[config.mk]
export PLATFORM = sky130hd
export DESIGN_NAME = faco_top
export DESIGN_NICKNAME = d
export VERILOG_FILES = /design/src/logic/faco_pkg.sv /design/src/logic/faco_top.sv
export SDC_FILE = /design/constraint.sdc
export NUM_CORES = 1
export LEC_CHECK = 0
export BUFFER_PORTS_ARGS = -buffer_cell sky130_fd_sc_hd__buf_2
export CAP_MARGIN = 40
export CORE_UTILIZATION = 40
export CTS_BUF_LIST = sky130_fd_sc_hd__clkbuf_8
export DETAILED_ROUTE_END_ITERATION = 7
export HOLD_SLACK_MARGIN = 0.15
export PLACE_DENSITY_LB_ADDON = 0.08
export SLEW_MARGIN = 40
export SYNTH_ARGS = -nofsm -noshare
export SYNTH_HDL_FRONTEND = slang
export SYNTH_SLANG_ARGS = --single-unit
[constraint.sdc]
create_clock -name clk_sys -period 0.8 [get_ports clk_sys]
set_clock_uncertainty 0.05 [all_clocks]
set_input_delay 0.2 -clock clk_sys [delete_from_list [all_inputs] [get_ports clk_sys]]
set_output_delay 0.2 -clock clk_sys [all_outputs]
set_load 0.05 [all_outputs]
[src/logic/faco_pkg.sv]
// Purpose: shared constants and types for the float convert-op ALU slice
// Assumes: 40-bit extended float operands (sign, 8-bit exponent, 31-bit fraction)
// Notes: fixed-point results sit in bits 39:8, extension bits 7:0
package faco_pkg;

  // ----------------------------------------
  // widths and encodings
  // ----------------------------------------
  localparam int REG_W = 40;
  localparam int FIX_W = 32;
  localparam logic [7:0] EXP_INF = 8'hFF;
  localparam logic [7:0] EXP_LARGEST_NORMAL_VALUE = 8'hFE;
  localparam logic [30:0] FRAC_LARGEST_NORMAL_VALUE = 31'h7FFF_FF00;
  localparam logic [9:0] EXP_BIAS = 10'h07F;
  localparam logic [9:0] FIX_OVF_EXP = 10'h09D;
  localparam logic [REG_W-1:0] ALL_ONES = 40'hFF_FFFF_FFFF;
  localparam logic [FIX_W-1:0] SAT_POS = 32'h7FFF_FFFF;
  localparam logic [FIX_W-1:0] SAT_NEG = 32'h8000_0000;
  localparam logic [REG_W-1:0] NEG_UNDER_TRUNC = 40'hFF_FFFF_FF00;

  // ----------------------------------------
  // reset values
  // ----------------------------------------
  localparam logic [REG_W-1:0] RESULT_RST = 40'h00_0000_0000;
  localparam logic [5:0] FLAGS_RST = 6'h00;
  localparam logic [3:0] STICKY_RST = 4'h0;

  // ----------------------------------------
  // types
  // ----------------------------------------
  typedef enum logic [4:0] {
    FACO_OP_RND = 5'h01,
    FACO_OP_SCALB = 5'h02,
    FACO_OP_MANT = 5'h04,
    FACO_OP_LOGB = 5'h08,
    FACO_OP_FIX = 5'h10
  } faco_op_e;

  typedef struct packed {
    logic sign;
    logic [7:0] exp;
    logic [30:0] frac;
  } faco_fp_s;

  typedef struct packed {
    logic carry_flag;
    logic invalid_flag;
    logic negative_flag;
    logic sign_flag;
    logic overflow_flag;
    logic zero_flag;
  } faco_flags_s;

  typedef struct packed {
    logic sticky_underflow;
    logic sticky_fixed_overflow;
    logic sticky_invalid;
    logic sticky_overflow;
  } faco_sticky_s;

  typedef struct packed {
    logic [REG_W-1:0] result;
    logic valid;
    faco_flags_s flags;
    faco_sticky_s sticky;
  } faco_state_s;

endpackage

[src/logic/faco_top.sv]
// Purpose: single-cycle float ALU slice for rnd, scalb, mant, logb and fix
// Assumes: operands and mode bits come from logic on clk_sys; no synchronisers
// Notes: result and flags update together one edge after op_valid
//
// What this block does
// - rnd rounds to a 32-bit float, nearest or truncate by boundary select bit.
// - rnd overflow gives signed infinity when nearest, signed largest normal when truncating.
// - denormal inputs act as signed zero; NaN inputs give all ones.
// - rnd sets overflow above exponent +127 and zero on a signed-zero result.
// - scalb adds integer from second operand to exponent; overflow and denormal handled.
// - scalb sets zero when unbiased exponent below -126 or result zero.
// - scalb sets overflow when unbiased exponent above +127.
// - mant gives hidden bit plus fraction, unsigned 1.31 left-justified, never rounded.
// - mant gives all ones for NaN or infinity; overflow only on infinity; negative cleared.
// - mant sign flag follows input sign; zero flag follows zero result.
// - logb gives stored exponent minus 127 as integer in the fixed field.
// - logb without saturation: infinity gives float +inf, zero gives float -inf.
// - logb with saturation: infinity gives 7FFFFFFF, zero gives 80000000.
// - logb overflow on infinity or zero input; negative and zero follow result.
// - fix converts to 32-bit integer, rounding toward minus infinity when truncate bit set, else nearest.
// - fix result right-justified in fixed field, extension byte zero.
// - fix with saturation clamps overflow and infinities to 7FFFFFFF or 80000000.
// - fix without saturation gives all ones on infinity or overflow; NaN gives all ones.
// - fix underflow gives zero, except negative under truncation gives minus one.
// - fix overflow flag when exponent above 157, rounded magnitude beyond the signed 32-bit range, or input infinite.
// - fix invalid on NaN, or unsaturated infinity or overflow; negative and zero follow.
// - sticky bits latch invalid, overflow (not fix) and scalb zero.
`timescale 1ns/1ps
module faco_top
  import faco_pkg::*;
(
  input wire logic clk_sys,
  input wire logic rstn,
  input wire logic op_valid,
  input wire faco_op_e op_code,
  input wire logic [REG_W-1:0] opnd_x,
  input wire logic [REG_W-1:0] opnd_y,
  input wire logic round_boundary_sel,
  input wire logic round_to_zero_sel,
  input wire logic alu_saturate_en,
  input wire logic sticky_clr,
  output logic [REG_W-1:0] result,
  output logic result_valid,
  output faco_flags_s arith_status,
  output faco_sticky_s sticky_status
);

  // ----------------------------------------
  // operand classification
  // ----------------------------------------
  faco_state_s st_ff;
  faco_state_s nxt_st;
  faco_fp_s x;
  logic x_nan;
  logic x_inf;
  logic x_zero;

  assign x = opnd_x;
  assign x_nan = (x.exp == EXP_INF) && (x.frac != 31'h0000_0000);
  assign x_inf = (x.exp == EXP_INF) && (x.frac == 31'h0000_0000);
  assign x_zero = (x.exp == 8'h00);

  // ----------------------------------------
  // arithmetic paths
  // ----------------------------------------
  logic rnd_inc;
  logic [23:0] rnd_sum;
  logic [8:0] rnd_exp;
  logic [33:0] scl_exp;
  logic scl_ovf;
  logic scl_under;
  logic [9:0] unb_exp;
  logic [63:0] fix_sh;
  logic [31:0] fix_int;
  logic fix_half;
  logic fix_sticky;
  logic fix_inc;
  logic [32:0] fix_mag;
  logic fix_big;
  logic fix_ovf;
  logic [31:0] fix_val;
  logic [REG_W-1:0] res;
  faco_flags_s fl;
  faco_sticky_s sticky_set;

  always_comb
  begin
    // truncation when the boundary select is high, otherwise round-half-even
    rnd_inc = !round_boundary_sel && x.frac[7] && ((|x.frac[6:0]) || x.frac[8]);
    rnd_sum = {1'b0, x.frac[30:8]} + {23'h00_0000, rnd_inc};
    rnd_exp = {1'b0, x.exp} + {8'h00, rnd_sum[23]};
    scl_exp = {26'h000_0000, x.exp} + {{2{opnd_y[39]}}, opnd_y[39:8]};
    scl_ovf = !scl_exp[33] && (scl_exp[32:0] >= 33'h0_0000_00FF);
    scl_under = scl_exp[33] || (scl_exp == 34'h0_0000_0000);
    unb_exp = {2'b00, x.exp} - EXP_BIAS;
    // only used for exponents 0..30 unbiased, so five shift bits suffice
    fix_sh = {32'h0000_0000, 1'b1, x.frac} << unb_exp[4:0];
    fix_int = fix_sh[62:31];
    fix_half = fix_sh[30];
    fix_sticky = |fix_sh[29:0];
    if (round_to_zero_sel)
    begin
      fix_inc = x.sign && (fix_half || fix_sticky);
    end
    else
    begin
      fix_inc = fix_half && (fix_sticky || fix_int[0]);
    end
    fix_mag = {1'b0, fix_int} + {32'h0000_0000, fix_inc};
    fix_big = ({2'b00, x.exp} > FIX_OVF_EXP);
    fix_ovf = fix_big || (x.sign ? (fix_mag > {1'b0, SAT_NEG}) : (fix_mag > {1'b0, SAT_POS}));
    fix_val = x.sign ? (32'h0000_0000 - fix_mag[31:0]) : fix_mag[31:0];
  end

  // ----------------------------------------
  // result and flag selection
  // ----------------------------------------
  always_comb
  begin
    res = RESULT_RST;
    fl = FLAGS_RST;
    case (op_code)
      FACO_OP_RND:
      begin
        if (x_nan)
        begin
          res = ALL_ONES;
          fl.invalid_flag = 1'b1;
        end
        else if (x_zero)
        begin
          res = {x.sign, 39'h00_0000_0000};
          fl.zero_flag = 1'b1;
        end
        else if (x_inf)
        begin
          res = {x.sign, EXP_INF, 31'h0000_0000};
          fl.negative_flag = x.sign;
        end
        else if (rnd_exp >= {1'b0, EXP_INF})
        begin
          fl.overflow_flag = 1'b1;
          fl.negative_flag = x.sign;
          if (round_boundary_sel)
          begin
            res = {x.sign, EXP_LARGEST_NORMAL_VALUE, FRAC_LARGEST_NORMAL_VALUE};
          end
          else
          begin
            res = {x.sign, EXP_INF, 31'h0000_0000};
          end
        end
        else
        begin
          res = {x.sign, rnd_exp[7:0], rnd_sum[22:0], 8'h00};
          fl.negative_flag = x.sign;
        end
      end
      FACO_OP_SCALB:
      begin
        if (x_nan)
        begin
          res = ALL_ONES;
          fl.invalid_flag = 1'b1;
        end
        else if (x_zero || (!x_inf && !scl_ovf && scl_under))
        begin
          res = {x.sign, 39'h00_0000_0000};
          fl.zero_flag = 1'b1;
        end
        else if (x_inf)
        begin
          res = {x.sign, EXP_INF, 31'h0000_0000};
          fl.negative_flag = x.sign;
        end
        else if (scl_ovf)
        begin
          fl.overflow_flag = 1'b1;
          fl.negative_flag = x.sign;
          if (round_to_zero_sel)
          begin
            res = {x.sign, EXP_LARGEST_NORMAL_VALUE, FRAC_LARGEST_NORMAL_VALUE};
          end
          else
          begin
            res = {x.sign, EXP_INF, 31'h0000_0000};
          end
        end
        else
        begin
          res = {x.sign, scl_exp[7:0], x.frac};
          fl.negative_flag = x.sign;
        end
      end
      FACO_OP_MANT:
      begin
        fl.sign_flag = x.sign;
        if (x_nan || x_inf)
        begin
          res = ALL_ONES;
          fl.invalid_flag = x_nan;
          fl.overflow_flag = x_inf;
        end
        else if (x_zero)
        begin
          fl.zero_flag = 1'b1;
        end
        else
        begin
          res = {1'b1, x.frac, 8'h00};
        end
      end
      FACO_OP_LOGB:
      begin
        if (x_nan)
        begin
          res = ALL_ONES;
          fl.invalid_flag = 1'b1;
        end
        else
        begin
          if (x_inf)
          begin
            fl.overflow_flag = 1'b1;
            if (alu_saturate_en)
            begin
              res = {SAT_POS, 8'h00};
            end
            else
            begin
              res = {1'b0, EXP_INF, 31'h0000_0000};
            end
          end
          else if (x_zero)
          begin
            fl.overflow_flag = 1'b1;
            if (alu_saturate_en)
            begin
              res = {SAT_NEG, 8'h00};
            end
            else
            begin
              res = {1'b1, EXP_INF, 31'h0000_0000};
            end
          end
          else
          begin
            res = {{22{unb_exp[9]}}, unb_exp, 8'h00};
          end
          fl.negative_flag = res[39];
          fl.zero_flag = (res[39:8] == 32'h0000_0000);
        end
      end
      FACO_OP_FIX:
      begin
        if (x_nan)
        begin
          res = ALL_ONES;
          fl.invalid_flag = 1'b1;
        end
        else
        begin
          if (x_zero)
          begin
            res = RESULT_RST;
          end
          else if (x_inf || (fix_ovf && !unb_exp[9]))
          begin
            fl.overflow_flag = 1'b1;
            if (alu_saturate_en)
            begin
              res = {(x.sign ? SAT_NEG : SAT_POS), 8'h00};
            end
            else
            begin
              res = ALL_ONES;
              fl.invalid_flag = 1'b1;
            end
          end
          else if (unb_exp[9])
          begin
            // magnitude below one rounds up to one here only for a negative input under truncation
            res = (x.sign && round_to_zero_sel) ? NEG_UNDER_TRUNC : RESULT_RST;
          end
          else
          begin
            res = {fix_val, 8'h00};
          end
          fl.negative_flag = res[39];
          fl.zero_flag = (res[39:8] == 32'h0000_0000);
        end
      end
      default:
      begin
        res = RESULT_RST;
      end
    endcase
  end

  // ----------------------------------------
  // state update
  // ----------------------------------------
  always_comb
  begin
    nxt_st = st_ff;
    nxt_st.valid = 1'b0;
    sticky_set = STICKY_RST;
    sticky_set.sticky_invalid = op_valid && fl.invalid_flag;
    sticky_set.sticky_overflow = op_valid && fl.overflow_flag && (op_code != FACO_OP_FIX);
    sticky_set.sticky_underflow = op_valid && fl.zero_flag && (op_code == FACO_OP_SCALB);
    if (op_valid)
    begin
      nxt_st.result = res;
      nxt_st.flags = fl;
      nxt_st.valid = 1'b1;
    end
    // a new event in the clear cycle survives the clear
    nxt_st.sticky = (sticky_clr ? faco_sticky_s'(STICKY_RST) : st_ff.sticky) | sticky_set;
  end

  always_ff @(posedge clk_sys or negedge rstn)
  begin
    if (!rstn)
    begin
      st_ff <= '{result: RESULT_RST, valid: 1'b0, flags: FLAGS_RST, sticky: STICKY_RST};
    end
    else
    begin
      st_ff <= nxt_st;
    end
  end

  assign result = st_ff.result;
  assign result_valid = st_ff.valid;
  assign arith_status = st_ff.flags;
  assign sticky_status = st_ff.sticky;

endmodule

# Word level (Yosys, flattened, before mapping)
# Cells that the tools add are included.
[word_totals]
regBits = 50
inputBits = 92
wordCells = 136
[op_classes]
n_addsub = 6
magnitude_cmp = 5
eq_ne = 7
shift = 1
mux = 67
bitwise = 1
reduce_logical = 38
[ops]
columns = ["op", "n"]
rows = [
  ["40-bit two-way mux", 17],
  ["39-bit two-way mux", 7],
  ["40-bit case mux with 5 select lines", 1],
  ["32-bit two-way mux", 4],
  ["32-bit zero test", 2],
  ["32-bit by 5-bit left shift with 63-bit output", 1],
  ["34-bit zero test", 1],
  ["32-bit by 1-bit adder with 33-bit output", 1],
  ["9-bit by 32-bit adder with 33-bit output", 1],
  ["33-bit by 8-bit greater-or-equal comparator with 1-bit output (second input constant)", 1],
  ["33-bit by 31-bit > comparator with 1-bit output (second input constant)", 1],
  ["33-bit by 32-bit > comparator with 1-bit output (second input constant)", 1],
  ["1-bit by 32-bit subtractor with 32-bit output (first input constant)", 1],
  ["31-bit zero test", 1],
  ["31-bit two-way mux", 1],
  ["31-bit nonzero test", 1],
  ["30-bit OR reduction", 1],
  ["1-bit two-way mux", 28],
  ["23-bit by 1-bit adder with 24-bit output", 1],
  ["1-bit logical AND", 16],
  ["2-bit case mux with 5 select lines", 1],
  ["8-bit by 1-bit adder with 9-bit output", 1],
  ["9-bit by 8-bit greater-or-equal comparator with 1-bit output (second input constant)", 1],
  ["8-bit by 7-bit subtractor with 9-bit output (second input constant)", 1],
  ["19 further kinds", 33],
]

# Depth between registers and ports, before layout
# Gate-level depths: netlist of the first run.
[depth]
depth_word = 22
ltp_mapped = 38
mapped_depth_nobuf = 30

# Worst setup path after synthesis of the first run
# OpenSTA, ideal clock, no wires.
[synth_path]
path_kind = "input-to-reg"
start = "in opnd_x[31]"
end = "reg st_ff, in the netlist result[14]"
setup_time_ps = 122
arrival_ps = 6854
required_time_ps = 628
slack_ps = -6226
cell_stages = 32
n_path_buf = 8
path_cell_list = "buf_6 > buf_12 > buf_6 > buf_4 > inv_1 > ha_1 > buf_4 > buf_4 > buf_2 > buf_1 > nor2_1 > a31oi_1 > a21oi_1 > o21ai_0 > nand3_1 > o41ai_1 > o2111ai_1 > o21ai_0 > a21oi_1 > ha_1 > ha_1 > ha_1 > or4b_1 > or4_1 > nor4b_2 > nand4b_1 > or4_4 > a31o_2 > nor2_4 > a21oi_1 > a2111o_1 > a32o_1"
[synth_between]
elab_chain_len = 18
[synth_lines]
columns = ["element", "line", "source"]
rows = [
  ["start, declared", "faco_top.sv:36", "input wire logic [REG_W-1:0] opnd_x,"],
  ["8-bit by 7-bit subtractor with 9-bit output", "faco_top.sv:95", "unb_exp = {2'b00, x.exp} - EXP_BIAS;"],
  ["32-bit by 5-bit left shift with 63-bit output", "faco_top.sv:97", "fix_sh = {32'h0000_0000, 1'b1, x.frac} << unb_exp[4:0];"],
  ["30-bit OR reduction", "faco_top.sv:100", "fix_sticky = |fix_sh[29:0];"],
  ["1-bit logical OR (on tied branches)", "faco_top.sv:107, faco_top.sv:103", ""],
  ["1-bit logical AND (on tied branches)", "faco_top.sv:107, faco_top.sv:103", ""],
  ["1-bit two-way mux", "faco_top.sv:101", "if (round_to_zero_sel)"],
  ["32-bit by 1-bit adder with 33-bit output", "faco_top.sv:109", "fix_mag = {1'b0, fix_int} + {32'h0000_0000, fix_inc};"],
  ["33-bit by 31-bit > comparator with 1-bit output or 33-bit by 32-bit > comparator with 1-bit output (tied branches)", "faco_top.sv:111", "fix_ovf = fix_big || (x.sign ? (fix_mag > {1'b0, SAT_NEG}) : (fix_mag > {1'b0, SAT_POS}));"],
  ["[... 2 more ...]", "n/a", ""],
  ["1-bit logical AND", "faco_top.sv:267", "else if (x_inf || (fix_ovf && !unb_exp[9]))"],
  ["1-bit logical OR", "faco_top.sv:267", ""],
  ["40-bit two-way mux", "faco_top.sv:267", ""],
  ["40-bit two-way mux", "faco_top.sv:263", "if (x_zero)"],
  ["40-bit two-way mux", "faco_top.sv:256", "if (x_nan)"],
  ["40-bit two-way mux", "faco_top.sv:122", "case (op_code)"],
  ["40-bit two-way mux", "faco_top.sv:256", ""],
  ["40-bit case mux with 5 select lines *", "faco_top.sv:122", ""],
  ["end signal, assigned", "faco_top.sv:325", "st_ff <= '{result: RESULT_RST, valid: 1'b0, flags: FLAGS_RST, sticky: STICKY_RST};"],
  ["end signal, assigned", "faco_top.sv:329", "st_ff <= nxt_st;"],
  ["end, declared", "faco_top.sv:51", "faco_state_s st_ff;"],
]
# Every way passes the cells marked *; elsewhere a longest branch is shown, timed or not. The select of a mux whose other input is x is not followed.
# A chain may end at the register's enable or synchronous reset.

# Worst setup path after layout of the first run
[layout_path]
start = "in opnd_x[31]"
end = "reg st_ff, in the netlist result[31]"
# Same word-level chain as after synthesis.

==> qor.txt, run 1 <==
GR Overflow Total = 0
vias in the first global route = 15,638
DRC = 0
detailed-route wire length per cell = 22.7 um
n_diodes = 0
# fillers = 2,451
CTS H-Tree Depth = 2
share of cells above drive strength 1 = 48.7%
pre-CTS setup slack = -5890 ps
Hold Crit Class = input port to flop
static leakage = 8.27 nW
Final Hold Viols = 0
WL final = 60,900 um
Async S/R FF share, synth = 100%
Top-Level Pins = 143
unrepaired setup endpoints after global routing = yes
CTS tree = done
row count = 61
Crit Path Max Fanout = 7
Layout area overhead = 67.0%
Final min period = 6270 ps
post-synth top area share = 10.9%
Final GP Congestion = 1.02
Rel. slew slack = 47.8%
dpl cell area = 0.0172 sq mm
max_cap viols = 0
FF-to-FF setup slack = -230 ps
post-cts hold buffer count = 1
I/O Buffers = 132
# nets final = 2,415
Critical R2R Capture = arith_status[0]
Multi-input gate area = 0.00998 sq mm
CTS Buffer Depth = 2
dpl hpwl = 48,900 um
Worst Path Required = 960 ps
flip-flop and latch area = 0.00129 sq mm
Starting Density = 40.6%
leading area contributor after synthesis = dfrtp_1
Final ANT Viol Nets = 0
number of synthesized flops with an enable pin = 0
Worst Slack Setup Final = -5470 ps
initial antenna violation count = 0
largest net degree at the start of global routing = 50
ys flop type = dfrtp_1
CP arrival = 6430 ps
TritonCTS sink count = 49
Top cell by count, worst path = ha_4
largest cells by area after synthesis = dfrtp_1, o21ai_0, mux4_2
via count = 16,611
Clock Latency Late Sink = 320 ps
Yosys warnings = 0
Clock Pin Slew Worst Setup and Hold Paths = 100 ps
Worst-Margin Slew = 782 ps
gr usage total = 41.1%
Avg Cell Area, Syn = 7.11 sq um
crit share post-route = 783%
Critical Path Sink Type = flop
total CTS buffers = 5
Critical-path top delay cell = or4_4
status = complete, but fails checks
FF-to-FF path depth = 2
Seq/Total Area, Yosys = 10.9%
Gate Count Post-Synth = 1,582
VDD IR max = 652 uV
crit path capture = result[31]
first-pass GRT wire length = 90,900 um
register bit total from synthesis = 49
Total Power = 0.0195 W
Initial DRT Pass Iterations = 8
via/cell ratio = 6.20
Setup crit start kind = input port
CP peak stage delay = 560 ps
failing checks = setup timing
Die H = 170 um
pwr dens = 1040 mW/mm^2
Syn Std Cell Area = 0.0113 sq mm
number of DRC markers in iteration 0 = 1,851
die area = 0.0288 sq mm
area of the core = 0.0277 sq mm
fin. max-slew vios = 0
DIE WIDTH = 170 um
Clk Tree Root Cell = clkbuf_8
count of different cell masters after synthesis = 100
maximum clock rate = 0.160 GHz
post-route cell area = 0.0188 sq mm
Critical R2R Launch = arith_status[0]
WS Path Type = input port to flop
final setup vio count = 97
CP startpoint = opnd_x[31]
==> routing by layer <==
layer  vias to the layer above  routed length (um)  global-route usage, %
met2                       912               26900                   65.0
met1                      7969               25800                   55.1
li1                       7542                   -                      -
met5                         -                  58                   1.57
met3                       186                5490                   7.51
met4                         2                2600                   15.2
==> placed cells by master (no fill, tap or decap), types with 41 or more instances in the layout <==
master   instances
a21oi_1         76
dfrtp_2         48
inv_1           41
nor3_1          56
nand2_1        125
nand3_1         83
nor2_1         118
o21ai_0        101
mux2i_1         42
buf_4          678
buf_2           81
buf_6           72
==> final cells by class <==
cell class | count | area share, %
Inverter | 45 | 1.05
Multi-Input combinational cell | 1348 | 53.1
Timing Repair Buffer | 853 | 35.8
Tap cell | 378 | 2.52
Clock buffer | 5 | 0.366
Sequential cell | 49 | 6.85
Clock inverter | 3 | 0.366
==> worst min path at each step <==
| stage | from | cells past startpoint | endpoint |
|---|---|---|---|
| after floorplan | rstn | 0 | arith_status[0] |
| after detailed placement | rstn | 2 | result[33] |
| after global placement | rstn | 2 | result[33] |
| final | sticky_clr | 2 | sticky_status[1] |
| after CTS | sticky_clr | 2 | sticky_status[0] |
| after global routing | sticky_clr | 2 | sticky_status[1] |
==> power breakdown <==
| part | switching, W | total [W] | internal, W |
|---|---|---|---|
| Sequential | 0.0000747 | 0.00264 | 0.00257 |
| Clock | 0.000999 | 0.00226 | 0.00126 |
| Combinational | 0.00765 | 0.0146 | 0.00694 |
==> cell usage after synthesis, types with 26 or more instances <==
cell and n:
clkbuf_1 96, o2bb2ai_1 26, mux2i_1 48, nor2_1 124, and3_1 30, a31oi_1 31, nand2_1 126, dfrtp_1 49
nand3_1 85, a211oi_1 26, o21ai_0 129, nand4_1 33, nor3_1 59, inv_1 44, xnor2_1 39, nor4_1 35
a21oi_1 90, mux2_2 33
==> per-stage QoR <==
step                      hold WS (ps)  utilization (%)  instances  setup TNS (ps)
after global routing              50.0             67.8       2681         -273970
after floorplan                   -146                -       1583         -257700
after detailed placement           162             62.1       2621         -272640
final                             35.2             67.8       2681         -265150
after CTS                         23.5             65.6       2664         -261500
after global placement             160             62.1       2621         -267530
==> cell families after synthesis <==
logic type | share of synthesized area, %
xor gates and xnor gates | 5.13
buffers and inverters | 7.30
muxes | 12.9
DFF | 10.9
AOI/OAI and AO/OA | 31.1
other | 0.0333
adders and majority gates | 2.40
and+or+nand+nor | 30.2
==> what timing repair did <==
| action | in CTS | in global routing |
|---|---|---|
| hold endpoints to repair | 52 | 2 |
| pin swaps | 35 | 52 |
| gates cloned | 2 | 0 |
| resized for setup | 156 | 112 |
| endpoints found under the setup margin | 97 | 97 |
| buffers inserted | 33 | 18 |
==> critical path: cells and delay by family <==
family,cells,cell delay [ps]
buf+inv,5,610
fa+ha+maj,4,980
mux,2,860
compound gates,8,1590
simple gates,8,2180
==> sequential cells by signal (all words and copies together), names as in the netlist <==
signal         cells
sticky_status      3
result_valid       1
result            40
arith_status       5
No activity file was read; power rests on OpenSTA's default activity.
==> inputs of run 2 (changes only) <==
==> constraint.sdc (replaced) <==
create_clock -name clk_sys -period 7.95 [get_ports clk_sys]
set_clock_uncertainty 0.05 [all_clocks]
set_input_delay 1.9875 -clock clk_sys [delete_from_list [all_inputs] [get_ports clk_sys]]
set_output_delay 1.9875 -clock clk_sys [all_outputs]
set_load 0.05 [all_outputs]
==> qor.txt, run 2 (same netlist as run 1, synthesis figures left out) <==
CP arrival = 8460 ps (+2030 ps)
Worst Hold Depth = 1 (-1)
Multi-input gate area = 0.0100 sq mm (+0.64%)
n_diodes = 0 (unchanged)
Clk Tree Root Cell = clkbuf_8
via count = 15,243 (-8.2%)
Critical-path top delay cell = or4_4
Worst-Margin Slew = 1110 ps (+332 ps)
Initial DRT Pass Iterations = 6 (-2)
DIE WIDTH = 170 um (unchanged)
post-route cell area = 0.0159 sq mm (-16%)
# fillers = 2,736 (+12%)
die area = 0.0288 sq mm (unchanged)
vias in the first global route = 13,676 (-13%)
Critical R2R Launch = result[39]
Layout area overhead = 40.9%
Rel. slew slack = 25.7% (-22 points)
crit share post-route = 104%
Final ANT Viol Nets = 0 (unchanged)
unrepaired setup endpoints after global routing = yes
Clock Pin Slew Worst Setup and Hold Paths = 100 ps (about the same)
initial antenna violation count = 0 (unchanged)
Cells after DPL = 2,307 (-12%)
number of DRC markers in iteration 0 = 1,808 (-2.3%)
max_cap viols = 0 (unchanged)
Total Power = 0.00174 W (-91%)
Crit Path Max Fanout = 8 (+1)
detailed-route wire length per cell = 24.5 um (+7.8%)
I/O Buffers = 132 (unchanged)
WS Path Type = input port to flop
final setup vio count = 45 (-54%)
via/cell ratio = 6.48 (+4.5%)
Worst Slack Setup Final = -354 ps (+5110 ps)
TritonCTS sink count = 49 (unchanged)
CP peak stage delay = 550 ps (about the same)
max reg flops = 40 (unchanged)
total CTS buffers = 5 (unchanged)
most frequent cells in the layout = buf_4, buf_2, nand2_1
Top-Level Pins = 143 (unchanged)
FF-to-FF setup slack = 7050 ps (+7280 ps)
share of cells above drive strength 1 = 38.1% (-11 points)
WL final = 57,600 um (-5.3%)
flip-flop and latch area = 0.00123 sq mm (-4.7%)
dpl cell area = 0.0146 sq mm (-15%)
Final Hold Viols = 0 (unchanged)
CTS tree = done
maximum clock rate = 0.120 GHz
failing checks = setup timing
Hold EP = result[7]
VDD IR max = 65.4 uV (-90%)
# nets final = 2,088 (-14%)
FF-to-FF path depth = 1 (-1)
post-cts hold buffer count = 0 (-1)
first-pass GRT wire length = 84,400 um (-7.2%)
DRC = 0 (unchanged)
Setup crit start kind = input port
commonest non-fill, non-tap cell in the layout = buf_4
dpl hpwl = 45,400 um (-7.2%)
Worst Path Required = 8100 ps (+7140 ps)
pwr dens = 110 mW/mm^2 (-89%)
area of the core = 0.0277 sq mm (unchanged)
CTS H-Tree Depth = 2 (unchanged)
static leakage = 6.68 nW (-19%)
Starting Density = 40.6% (unchanged)
Clock Latency Late Sink = 320 ps (about the same)
Critical R2R Capture = result[39]
Layout Cells excl Fill = 2,354 (-12%)
Final GP Congestion = 1.00 (-1.1%)
GR Overflow Total = 0 (unchanged)
Hold Crit Class = flop to flop
largest net degree at the start of global routing = 50 (unchanged)
status = complete, but fails checks
fin. max-slew vios = 0 (unchanged)
hold wc startpoint = result[7]
gr usage total = 38.6% (-2.5 points)
row count = 61 (unchanged)
Die H = 170 um (unchanged)
Critical Path Sink Type = flop
Final min period = 8300 ps
CTS Buffer Depth = 2 (unchanged)
==> run 2: changes by cell type in the layout (fill, tap and decap cells not counted), moves of 4 or more <==
cell      delta
buf_6       -47
nor3_1       -7
inv_6        -4
a31oi_2      -4
a211oi_1     -5
o221ai_2     -4
buf_12       -9
buf_2       +49
dfrtp_2     -48
a31oi_1      +4
dfrtp_1     +48
nor3_2       +5
o221ai_1     +4
buf_4      -315
==> run 2: cell type report <==
class	instances	area share (%)
Multi-Input combinational cell	1347	63.3
Timing Repair Buffer	527	24.2
Sequential cell	49	7.73
Tap cell	378	2.98
Inverter	45	1.18
Clock buffer	5	0.434
Clock inverter	3	0.166
==> run 2: critical path: cells and delay by family <==
family | cells | cell delay (ps)
buf+inv | 9 | 1050
simple gates | 7 | 2150
mux | 2 | 700
compound gates | 9 | 1620
fa+ha+maj | 4 | 930
==> run 2: what timing repair did <==
action	CTS	global route
setup endpoints to repair	46	46
setup buffers	38	10
pin swaps	27	64
gates resized for setup	100	96
cloned	0	1
==> run 2: worst max-delay path by stage <==
stage,startpoint,end,slack (ps)
after floorplan,opnd_x[31],result[14],-290
after global placement,opnd_x[31],result[34],-1140
after detailed placement,opnd_x[31],result[34],-1100
after CTS,opnd_x[31],result[34],-290
after global routing,opnd_x[31],arith_status[0],-530
final,opnd_x[31],result[22],-350
==> run 2: per-layer routing <==
layer | track usage, % | part of all wire, % | up-vias
met4 | 9.48 | 2.5 | 0
met3 | 5.83 | 8.9 | 87
met5 | 0 | 0 | -
li1 | - | - | 6906
met2 | 60.2 | 44 | 802
met1 | 55.1 | 44 | 7448
==> run 2: power breakdown <==
part	switching, W	leakage, nW	internal (W)
sequential	0.00000549	0.660	0.000257
combinational	0.000738	5.98	0.000577
clock	0.0000993	0.0423	0.0000643
==> run 2: metrics by stage <==
stage,utilization (%),hold slack [ps],worst slack [ps],TNS (ps)
finish,57.2,442,-354,-9720
global route,57.2,451,-528,-17970
CTS,55.4,445,-288,-7690
detailed placement,52.7,418,-1100,-41740
global placement,52.6,418,-1140,-40060
floorplan,-,698,-285,-8530
